### src/bfr_pkg.sv
/*
  bfr_pkg: constants and carrier types for the bus fault reporting block.
  assumes one clock domain and a 32-bit apb register bus.
*/
package bfr_pkg;
  // ==========================================================
  // register byte offsets
  localparam logic [7:0] OFF_MOD_FAULT = 8'h00; // module fault flags, w1c
  localparam logic [7:0] OFF_BUS_FAULT = 8'h04; // bus fault flags, w1c
  localparam logic [7:0] OFF_CAP_ADDR = 8'h08;  // captured bus address
  localparam logic [7:0] OFF_CAP_CMD = 8'h0C;   // captured bus command
  localparam logic [7:0] OFF_CTRL = 8'h10;      // control
  // ==========================================================
  // module fault register bits
  localparam int MF_CSTAT = 0; // cache state parity
  localparam int MF_CTAG = 1;  // cache tag parity
  localparam int MF_PMAP = 2;  // primary map parity
  localparam int MF_BMAP = 3;  // secondary map parity
  localparam int MF_DROP = 4;  // grant unused
  localparam int MF_CLASH = 5; // arbitration clash
  localparam int MF_W = 6;
  // ==========================================================
  // bus fault register bits
  localparam int BF_NODE_SPECIFIC_FAULT_SUMMARY = 0;  // node specific summary
  localparam int BF_CECHO = 1; // command echo mismatch
  localparam int BF_DECHO = 2; // data echo mismatch
  localparam int BF_NXA = 3;   // nonexistent address
  localparam int BF_CPE = 4;   // command parity
  localparam int BF_CAPV = 5;  // capture holds data
  localparam int BF_IRQ4 = 8;  // pending level on interrupt pin 4
  localparam int BF_IRQ5 = 9;  // pending level on interrupt pin 5
  localparam int BF_W = 10;
  // ==========================================================
  // reset values and ack codes
  localparam logic [MF_W-1:0] MF_RST = 6'h00;
  localparam logic [BF_W-1:0] BF_RST = 10'h000;
  localparam logic CTRL_RST = 1'h1; // snoop responses enabled
  localparam logic [1:0] ACK_NONE = 2'h0;
  localparam logic [1:0] ACK_OK = 2'h1;
  localparam logic [1:0] ACK_HARD = 2'h3; // hard fault ack code
  // ==========================================================
  // detector events from the cache and map logic, one-cycle pulses
  typedef struct packed {
    logic cstat_pe;    // cache state parity error
    logic cstat_snoop; // cstat_pe seen during a snoop evaluation
    logic ctag_pe;     // cache tag parity error
    logic pmap_pe;     // primary map parity error
    logic bmap_pe;     // secondary map parity error
    logic cmd_pe;      // bus command parity error
    logic cmd_own_cpu; // that command served a cpu request
  } bfr_evt_t;
  // snoop lookup result
  typedef struct packed {
    logic valid;     // lookup done this cycle
    logic bmap_hit;  // secondary map hit
    logic bmap_dirty; // secondary map says dirty
    logic pmap_hit;  // primary map hit
  } bfr_snoop_t;
endpackage

### src/bfr_fault_unit.sv
/*
  bfr_fault_unit: classifies bus and cache faults, answers a waiting cpu
  with a hard fault ack or raises interrupt levels, drives the bus error
  line, latches fault state and exposes it over apb.
  assumes all inputs synchronous to ref_clk_i and a one-transfer apb master.
*/
// Our own choices: the APB register port and the register offsets.
// Operation
// - waiting cpu gets hard ack for five faults
// - all other faults go to interrupt pins
// - async faults raise the module fault signal
// - state parity: cpu ack, snoop interrupt
// - state parity sets flag, summary, capture
// - state parity: bus error, shared/dirty low
// - tag parity gives hard ack if cpu waits, else pin 4
// - tag parity sets flag, summary, capture
// - primary map parity raises pin 5, capture
// - primary map fault: dirty from secondary, shared
// - secondary map parity: pin 5, error line
// - unused grant: hard ack or pin 4
// - unused grant sets flag, summary, capture
// - ask lines misused: pin 5, no capture
// - echo mismatch raises pin 5, sets flag
// - every reported fault asserts bus error
// - bus error resynchronizes arbitration
// - missing confirm flags nonexistent address
`timescale 1ns/1ps
module bfr_fault_unit #(
  parameter int AW = 32, // bus address width
  parameter int CW = 4,  // bus command width
  parameter int DW = 32  // echo compare width
) (
  input wire logic ref_clk_i,              // 200 MHz clock
  input wire logic resetn_i,               // async reset, active low
  input wire logic psel_i,                 // apb select
  input wire logic penable_i,              // apb enable
  input wire logic pwrite_i,               // apb direction
  input wire logic [7:0] paddr_i,          // apb byte address
  input wire logic [31:0] pwdata_i,        // apb write data
  output logic [31:0] prdata_o,            // apb read data
  output logic pready_o,                   // apb ready
  output logic pslverr_o,                  // apb error, unmapped
  input wire logic cpu_wait_i,             // cpu waits for an ack
  input wire logic cpu_done_i,             // cpu request completes
  input wire bfr_pkg::bfr_evt_t evt_i,     // detector pulses
  input wire bfr_pkg::bfr_snoop_t snoop_i, // snoop lookup result
  input wire logic arb_grant_i,            // grant given this cycle
  input wire logic grant_own_cpu_i,        // grant serves our cpu
  input wire logic ca_i,                   // command address strobe
  input wire logic ca_own_cpu_i,           // our strobe for a cpu request
  input wire logic confirm_i,              // confirm signal
  input wire logic ask_any_i,              // any ask line driven
  input wire logic ask_window_i,           // asking is legal now
  input wire logic tx_valid_i,             // we drive a word now
  input wire logic tx_is_cmd_i,            // driven word is a command
  input wire logic [DW-1:0] tx_word_i,     // word driven
  input wire logic [DW-1:0] rx_word_i,     // word received back
  input wire logic [AW-1:0] bus_addr_i,    // current bus address
  input wire logic [CW-1:0] bus_cmd_i,     // current bus command
  input wire logic bus_err_in_i,           // error line seen from bus
  output logic [1:0] cycle_ack_lines_o,    // ack code to cpu
  output logic irq4_o,                     // interrupt pin 4 level
  output logic irq5_o,                     // interrupt pin 5 level
  output logic module_fault_signal_o,      // any async fault pending
  output logic bus_err_o,                  // bus error line drive
  output logic shared_o,                   // snoop shared response
  output logic dirty_o,                    // snoop dirty response
  output logic arb_resync_o                // arbitration resync pulse
);

  // ==========================================================
  // state
  logic [bfr_pkg::MF_W-1:0] module_fault_register; // sticky cache/arb flags
  logic [bfr_pkg::MF_W-1:0] next_module_fault_register;
  logic [bfr_pkg::BF_W-1:0] bus_fault_register; // sticky bus flags
  logic [bfr_pkg::BF_W-1:0] next_bus_fault_register;
  logic [AW-1:0] cap_addr; // fault command capture, address
  logic [AW-1:0] next_cap_addr;
  logic [CW-1:0] cap_cmd; // fault command capture, command
  logic [CW-1:0] next_cap_cmd;
  logic ctrl_snoop_en; // software: take part in snoop responses
  logic next_ctrl_snoop_en;
  logic grant_q, next_grant_q; // grant seen last cycle
  logic grant_cpu_q, next_grant_cpu_q;
  logic ca_q, next_ca_q; // strobe seen last cycle
  logic ca_cpu_q, next_ca_cpu_q;
  logic [1:0] next_ack;
  logic next_irq4, next_irq5, next_bus_err, next_shared, next_dirty, next_resync;
  logic [31:0] next_prdata;
  logic next_pready, next_pslverr;

  // ==========================================================
  // fault classification, combinational
  logic drop, nxa, clash, cecho, decho; // derived fault pulses
  logic sync_hard_fault_ack_bit; // fault that stops the pending cpu request
  logic async4, async5; // faults reported on an interrupt pin
  logic any_fault, do_capture;
  logic wr_hit; // apb write takes effect this edge
  logic [31:0] wclr; // write-one-to-clear mask

  // echo check used for both command and data words
  function automatic logic echo_bad(input logic [DW-1:0] a, input logic [DW-1:0] b);
    echo_bad = (a != b);
  endfunction

  // derive pulses and split them into sync and async classes
  always_comb begin
    // granted node never strobed the command cycle
    drop = grant_q & ~ca_i;
    nxa = ca_q & ~confirm_i;
    // ask lines outside their legal window
    clash = ask_any_i & ~ask_window_i;
    // compare driven word with received word
    cecho = tx_valid_i & tx_is_cmd_i & echo_bad(tx_word_i, rx_word_i);
    decho = tx_valid_i & ~tx_is_cmd_i & echo_bad(tx_word_i, rx_word_i);
    // only five faults stop a waiting cpu request
    // state parity is synchronous only for cpu lookups
    sync_hard_fault_ack_bit = cpu_wait_i & (evt_i.ctag_pe
                | (evt_i.cstat_pe & ~evt_i.cstat_snoop)
                | (drop & grant_cpu_q)
                | (evt_i.cmd_pe & evt_i.cmd_own_cpu)
                | (nxa & ca_cpu_q));
    // everything else goes to an interrupt pin
    async4 = ~sync_hard_fault_ack_bit & (drop | nxa | evt_i.cmd_pe | evt_i.cstat_pe | evt_i.ctag_pe);
    // primary map, secondary map on pin 5
    async5 = evt_i.pmap_pe | evt_i.bmap_pe | clash | cecho | decho;
    any_fault = sync_hard_fault_ack_bit | async4 | async5;
    // capture for state parity, tag, map parity, drop, nxa, command parity
    // clash and echo faults carry no capture
    do_capture = (evt_i.cstat_pe | evt_i.ctag_pe | evt_i.pmap_pe | evt_i.bmap_pe
                  | drop | nxa | evt_i.cmd_pe) & ~bus_fault_register[bfr_pkg::BF_CAPV];
  end

  // ==========================================================
  // apb decode and register next values
  // reads answer one cycle into the access phase; writes land on the
  // edge that sees pready high, so a held request never writes twice
  always_comb begin
    wr_hit = psel_i & penable_i & pready_o & pwrite_i;
    wclr = wr_hit ? pwdata_i : 32'h0000_0000;
    next_pready = psel_i & penable_i & ~pready_o;
    next_prdata = 32'h0000_0000;
    next_pslverr = 1'b0;
    next_ctrl_snoop_en = ctrl_snoop_en;
    // read mux, unused upper bits read zero
    case (paddr_i)
      bfr_pkg::OFF_MOD_FAULT: next_prdata[bfr_pkg::MF_W-1:0] = module_fault_register;
      bfr_pkg::OFF_BUS_FAULT: next_prdata[bfr_pkg::BF_W-1:0] = bus_fault_register;
      bfr_pkg::OFF_CAP_ADDR: next_prdata[AW-1:0] = cap_addr;
      bfr_pkg::OFF_CAP_CMD: next_prdata[CW-1:0] = cap_cmd;
      bfr_pkg::OFF_CTRL: next_prdata[0] = ctrl_snoop_en;
      default: next_pslverr = psel_i & penable_i & ~pready_o; // unmapped
    endcase
    if (!next_pready) begin
      next_prdata = 32'h0000_0000;
    end
    if (wr_hit && paddr_i == bfr_pkg::OFF_CTRL) begin
      next_ctrl_snoop_en = pwdata_i[0];
    end
    if (!(paddr_i == bfr_pkg::OFF_MOD_FAULT)) begin
      wclr[bfr_pkg::MF_W-1:0] = (paddr_i == bfr_pkg::OFF_BUS_FAULT) ? wclr[bfr_pkg::MF_W-1:0]
                                : {bfr_pkg::MF_W{1'b0}};
    end
  end

  // ==========================================================
  // sticky flags, capture and pin levels
  // a set arriving with its clear wins, so no fault is lost
  always_comb begin
    // flags stay until software writes a one
    next_module_fault_register = module_fault_register
      & ~((paddr_i == bfr_pkg::OFF_MOD_FAULT) ? wclr[bfr_pkg::MF_W-1:0] : {bfr_pkg::MF_W{1'b0}});
    next_bus_fault_register = bus_fault_register
      & ~((paddr_i == bfr_pkg::OFF_BUS_FAULT) ? wclr[bfr_pkg::BF_W-1:0] : {bfr_pkg::BF_W{1'b0}});
    if (evt_i.cstat_pe) next_module_fault_register[bfr_pkg::MF_CSTAT] = 1'b1;
    if (evt_i.ctag_pe) next_module_fault_register[bfr_pkg::MF_CTAG] = 1'b1;
    if (evt_i.pmap_pe) next_module_fault_register[bfr_pkg::MF_PMAP] = 1'b1;
    if (evt_i.bmap_pe) next_module_fault_register[bfr_pkg::MF_BMAP] = 1'b1;
    if (drop) next_module_fault_register[bfr_pkg::MF_DROP] = 1'b1;
    if (clash) next_module_fault_register[bfr_pkg::MF_CLASH] = 1'b1;
    // summary bit follows any module-level fault
    if (evt_i.cstat_pe | evt_i.ctag_pe | evt_i.pmap_pe | evt_i.bmap_pe | drop | clash) begin
      next_bus_fault_register[bfr_pkg::BF_NODE_SPECIFIC_FAULT_SUMMARY] = 1'b1;
    end
    if (cecho) next_bus_fault_register[bfr_pkg::BF_CECHO] = 1'b1;
    if (decho) next_bus_fault_register[bfr_pkg::BF_DECHO] = 1'b1;
    if (nxa) next_bus_fault_register[bfr_pkg::BF_NXA] = 1'b1;
    if (evt_i.cmd_pe) next_bus_fault_register[bfr_pkg::BF_CPE] = 1'b1;
    if (async4) next_bus_fault_register[bfr_pkg::BF_IRQ4] = 1'b1;
    if (async5) next_bus_fault_register[bfr_pkg::BF_IRQ5] = 1'b1;
    // only the first fault is captured, later ones keep it intact
    next_cap_addr = cap_addr;
    next_cap_cmd = cap_cmd;
    if (do_capture) begin
      next_bus_fault_register[bfr_pkg::BF_CAPV] = 1'b1;
      next_cap_addr = bus_addr_i;
      next_cap_cmd = bus_cmd_i;
    end
    next_irq4 = next_bus_fault_register[bfr_pkg::BF_IRQ4];
    next_irq5 = next_bus_fault_register[bfr_pkg::BF_IRQ5];
  end

  // ==========================================================
  // cpu ack, bus error, snoop answer, resync
  always_comb begin
    // hard code replaces the normal ack
    // the cpu latches its hard bit from this code
    if (sync_hard_fault_ack_bit) begin
      next_ack = bfr_pkg::ACK_HARD;
    end else if (cpu_done_i) begin
      next_ack = bfr_pkg::ACK_OK;
    end else begin
      next_ack = bfr_pkg::ACK_NONE;
    end
    // every reported fault drives the error line
    next_bus_err = any_fault;
    // resync on our own or any other error assertion
    next_resync = bus_err_o | bus_err_in_i;
    next_shared = 1'b0;
    next_dirty = 1'b0;
    if (snoop_i.valid && ctrl_snoop_en) begin
      if (evt_i.bmap_pe | evt_i.cstat_pe) begin
        // state parity: leave shared and dirty low
        next_shared = 1'b0;
        next_dirty = 1'b0;
      end else if (evt_i.pmap_pe) begin
        // assume primary hit, dirty from secondary alone
        next_shared = 1'b1;
        next_dirty = snoop_i.bmap_dirty;
      end else begin
        next_shared = snoop_i.bmap_hit & snoop_i.pmap_hit;
        next_dirty = snoop_i.bmap_hit & snoop_i.bmap_dirty;
      end
    end
    next_grant_q = arb_grant_i;
    next_grant_cpu_q = arb_grant_i & grant_own_cpu_i;
    next_ca_q = ca_i;
    next_ca_cpu_q = ca_i & ca_own_cpu_i;
  end

  // ==========================================================
  // registers, reset to constants only
  always_ff @(posedge ref_clk_i or negedge resetn_i) begin
    if (!resetn_i) begin
      module_fault_register <= bfr_pkg::MF_RST;
      bus_fault_register <= bfr_pkg::BF_RST;
      cap_addr <= '0;
      cap_cmd <= '0;
      ctrl_snoop_en <= bfr_pkg::CTRL_RST;
      grant_q <= 1'b0;
      grant_cpu_q <= 1'b0;
      ca_q <= 1'b0;
      ca_cpu_q <= 1'b0;
      prdata_o <= 32'h0000_0000;
      pready_o <= 1'b0;
      pslverr_o <= 1'b0;
      cycle_ack_lines_o <= bfr_pkg::ACK_NONE;
      irq4_o <= 1'b0;
      irq5_o <= 1'b0;
      module_fault_signal_o <= 1'b0;
      bus_err_o <= 1'b0;
      shared_o <= 1'b0;
      dirty_o <= 1'b0;
      arb_resync_o <= 1'b0;
    end else begin
      module_fault_register <= next_module_fault_register;
      bus_fault_register <= next_bus_fault_register;
      cap_addr <= next_cap_addr;
      cap_cmd <= next_cap_cmd;
      ctrl_snoop_en <= next_ctrl_snoop_en;
      grant_q <= next_grant_q;
      grant_cpu_q <= next_grant_cpu_q;
      ca_q <= next_ca_q;
      ca_cpu_q <= next_ca_cpu_q;
      prdata_o <= next_prdata;
      pready_o <= next_pready;
      pslverr_o <= next_pslverr;
      cycle_ack_lines_o <= next_ack;
      irq4_o <= next_irq4;
      irq5_o <= next_irq5;
      // module fault signal mirrors any pending pin level
      module_fault_signal_o <= next_irq4 | next_irq5;
      bus_err_o <= next_bus_err;
      shared_o <= next_shared;
      dirty_o <= next_dirty;
      arb_resync_o <= next_resync;
    end
  end

endmodule // bfr_fault_unit

### config.mk
export PLATFORM = sky130hd
export DESIGN_NAME = bfr_fault_unit
export DESIGN_NICKNAME = d
export VERILOG_FILES = /design/src/bfr_pkg.sv /design/src/bfr_fault_unit.sv
export SDC_FILE = /design/constraint.sdc
export NUM_CORES = 1
export LEC_CHECK = 0
export ABC_AREA = 1
export BUFFER_PORTS_ARGS = -buffer_cell sky130_fd_sc_hd__buf_2
export CAP_MARGIN = 20
export CORE_ASPECT_RATIO = 1.75
export CORE_UTILIZATION = 51
export DETAILED_ROUTE_END_ITERATION = 10
export PLACE_DENSITY_LB_ADDON = 0.08
export SLEW_MARGIN = 40
export SYNTH_ARGS = -nofsm -noshare
export SYNTH_HDL_FRONTEND = slang
export SYNTH_SLANG_ARGS = --single-unit
### constraint.sdc
create_clock -name ref_clk_i -period 2.71 [get_ports ref_clk_i]
set_clock_uncertainty 0.05 [all_clocks]
set_input_delay 0.271 -clock ref_clk_i [delete_from_list [all_inputs] [get_ports ref_clk_i]]
set_output_delay 0.271 -clock ref_clk_i [all_outputs]
set_load 0.03 [all_outputs]
==> flow_summary.ini <==
[floorplanning]
die_h_um = 127.4
pin_count = 211
dieArea_um2 = 9385
row_count = 45
start_util = 0.5286
fp.coreArea_um2 = 8671
die_x_um = 73.66

[worst_setup_path]
r2r_cells = 8
worstPathMaxFanout = 73
endpoint_kind = register
cpMaxStageDelayCell = dfrtp_1
worstSetupStartpointType = register
cp.arrival_ps = 1960
path_class = register to register
cp_slowest_stage_delay_ps = 390
rr_startpoint = grant_q
startpoint = grant_q
required_ps = 2930
crit_chain = nand2_2 -> nand3_2 -> nor2_2 -> inv_2 -> o31ai_4 -> buf_12 -> nand2_1 -> o21ai_2

[pwr]
peakVddDrop_mv = 0.3290
power_density_nw_per_um2 = 562.9
leakagePower_nw = 3.225
p_total_mw = 3.341

[sta]
slew_headroom = 0.6367
hold_viol_final = 0
max_freq_mhz = 574.3
tightest_slew_ps = 544.9
rsz0062_at_grt = no
fin_crit_sh = 0.6426
finalMaxSlewViolations = 0
setup_violations = 0
finalSetupTns_ps = 0
finalCriticalPeriod_ps = 1741
fin_ws_ps = 968.7

[synth]
avgSynthCellArea_um2 = 8.583
ys_seq_elements = 98
synth.cell_area_um2 = 4583
yosys.cell_types.count = 28
yosysWarnings = 0
synth_fp_nets = 702
synth_area_leaders = dfrtp_1, nand2_1, inv_1
yosysTopAreaCell = dfrtp_1
syn_inst = 534
synth_top_cell_area_share = 0.5296
yosysSeqAreaShare = 0.5354

[layout]
drive_above_1_share = 0.3529
final_common_cell = buf_2
synthToLayoutAreaGrowth_pct = 29.51
finalNetCount = 894
finish.utilization = 0.6846
final_cell_mix = buf_2, nand2_1, dfrtp_1, inv_1, nor2_1

[clocking]
holdBufCountCts = 2
cts.reportedPaths.clkPinSlew_ps = 70
clockBufferDepth = 2
post_cts.repair.setup_buffers = 0
clock_latency_ps = 340
cts_tree = yes
ctsRootBufferMaster = clkbuf_16
h-tree-depth = 3
cts_made_buffers = 9
ctsResizeCount = 0
clock-sinks = 98

[min_path]
min_path_type = input pin to register
hold_depth = 1
hp-start = ca_i

[run]
max_cap_viol_count = 0

[route]
highest_layer = met4
drt_iter0_drc = 259
dr_wl_met2_mm = 5.781
route.met3.wl_um = 477
post-route-drc-count = 0
firstDrtPassIters = 6
vias = 4036
ant_nets = 0
wl_per_cell_um = 11.98
drt-met1-wl_mm = 3.706
routed_wl_mm = 10.18
drt-vias-per-instance = 4.754

[outcome]
status = completed

[global_routing]
grt.total_usage = 0.2307
antenna_found_initial = 1
globalRoute.totalOverflow = 0
grt_pass1_wl_mm = 16.58
grt_pass1_vias = 3917
grt_start_max_net_pins = 74

[placed_design]
port_buffers = 188
gp_congestion = 0.8684
dp_hpwl_mm = 7.852
pre_cts_ws_ps = 747.6
-- registers in the layout, indices dropped and copies added (netlist names), 2 cells and up --
signal / flops
prdata_o: 32
cap_addr: 32
module_fault_register: 6
bus_fault_register: 10
cap_cmd: 4
cycle_ack_lines_o: 2
-- worst paths after layout --
kind | end | slack (ps)
worst max-delay path | cap_addr[3] | 970
worst min-delay path | ca_q | 30
worst max register to register | cap_addr[3] | 970
worst min register to register | cap_addr[31] | 430
max in group asynchronous | prdata_o[27] | 1530
min in group asynchronous | cap_addr[11] | 400
-- kinds of logic after synthesis --
kind of cell / share of synthesized area
flops: 0.5354
xor+xnor: 0.04395
compound gates: 0.1147
buf+inv: 0.09719
simple gates: 0.2088
-- routing by layer --
metal | vias to the layer above | GRT usage
li1 | 2010 | -
met1 | 1877 | 0.2377
met2 | 136 | 0.4371
met3 | 13 | 0.04416
met4 | 0 | 0.09502
met5 | - | 0
-- Yosys cell counts (all sizes together) --
master	instances
a21oi	6
a22o	2
a31oi	2
buf	9
clkbuf	5
dfrtp	97
dfstp	1
inv	90
nand2	155
nand3	10
nand3b	1
nand4	8
nor2	59
nor3	1
o211ai	2
o21ai	54
o221ai	1
o22ai	3
o31ai	2
or2	3
xnor2	23
-- area by class of cell --
class	count	area [µm²]
Fill cell	788	2735
Sequential cell	98	2454
Multi-Input combinational cell	332	1687
Timing Repair Buffer	195	1026
Inverter	90	337.8
Clock buffer	12	256.5
Tap cell	117	146.4
Clock inverter	4	26.28
Antenna cell	1	2.502
-- worst max-delay path, delay by kind of cell, from the launching register on --
kind | cells | cell delay [ps]
AOI/OAI and AO/OA | 2 | 290
buffers and inverters | 2 | 440
and+or+nand+nor | 4 | 460
DFF | 1 | 390
-- report_power, final --
group	total (mW)	switching (mW)	internal (mW)	leakage [nW]
combinational	0.478	0.251	0.227	1.90
sequential	1.67	0.0730	1.60	1.19
clock	1.19	0.522	0.671	0.139
total	3.34	0.846	2.49	3.22
-- through the flow --
| step | hold slack (ps) | std cells | instance area [µm²] |
|---|---|---|---|
| global route | 29.79 | 849 | 5936 |
| global placement | 233.2 | 830 | 5630 |
| detailed placement | 241.4 | 830 | 5630 |
| finish | 29.23 | 849 | 5936 |
| CTS | 21.38 | 848 | 5933 |
| floorplan | -74.59 | 534 | 4583 |
Power figures use the tool's default switching activity.
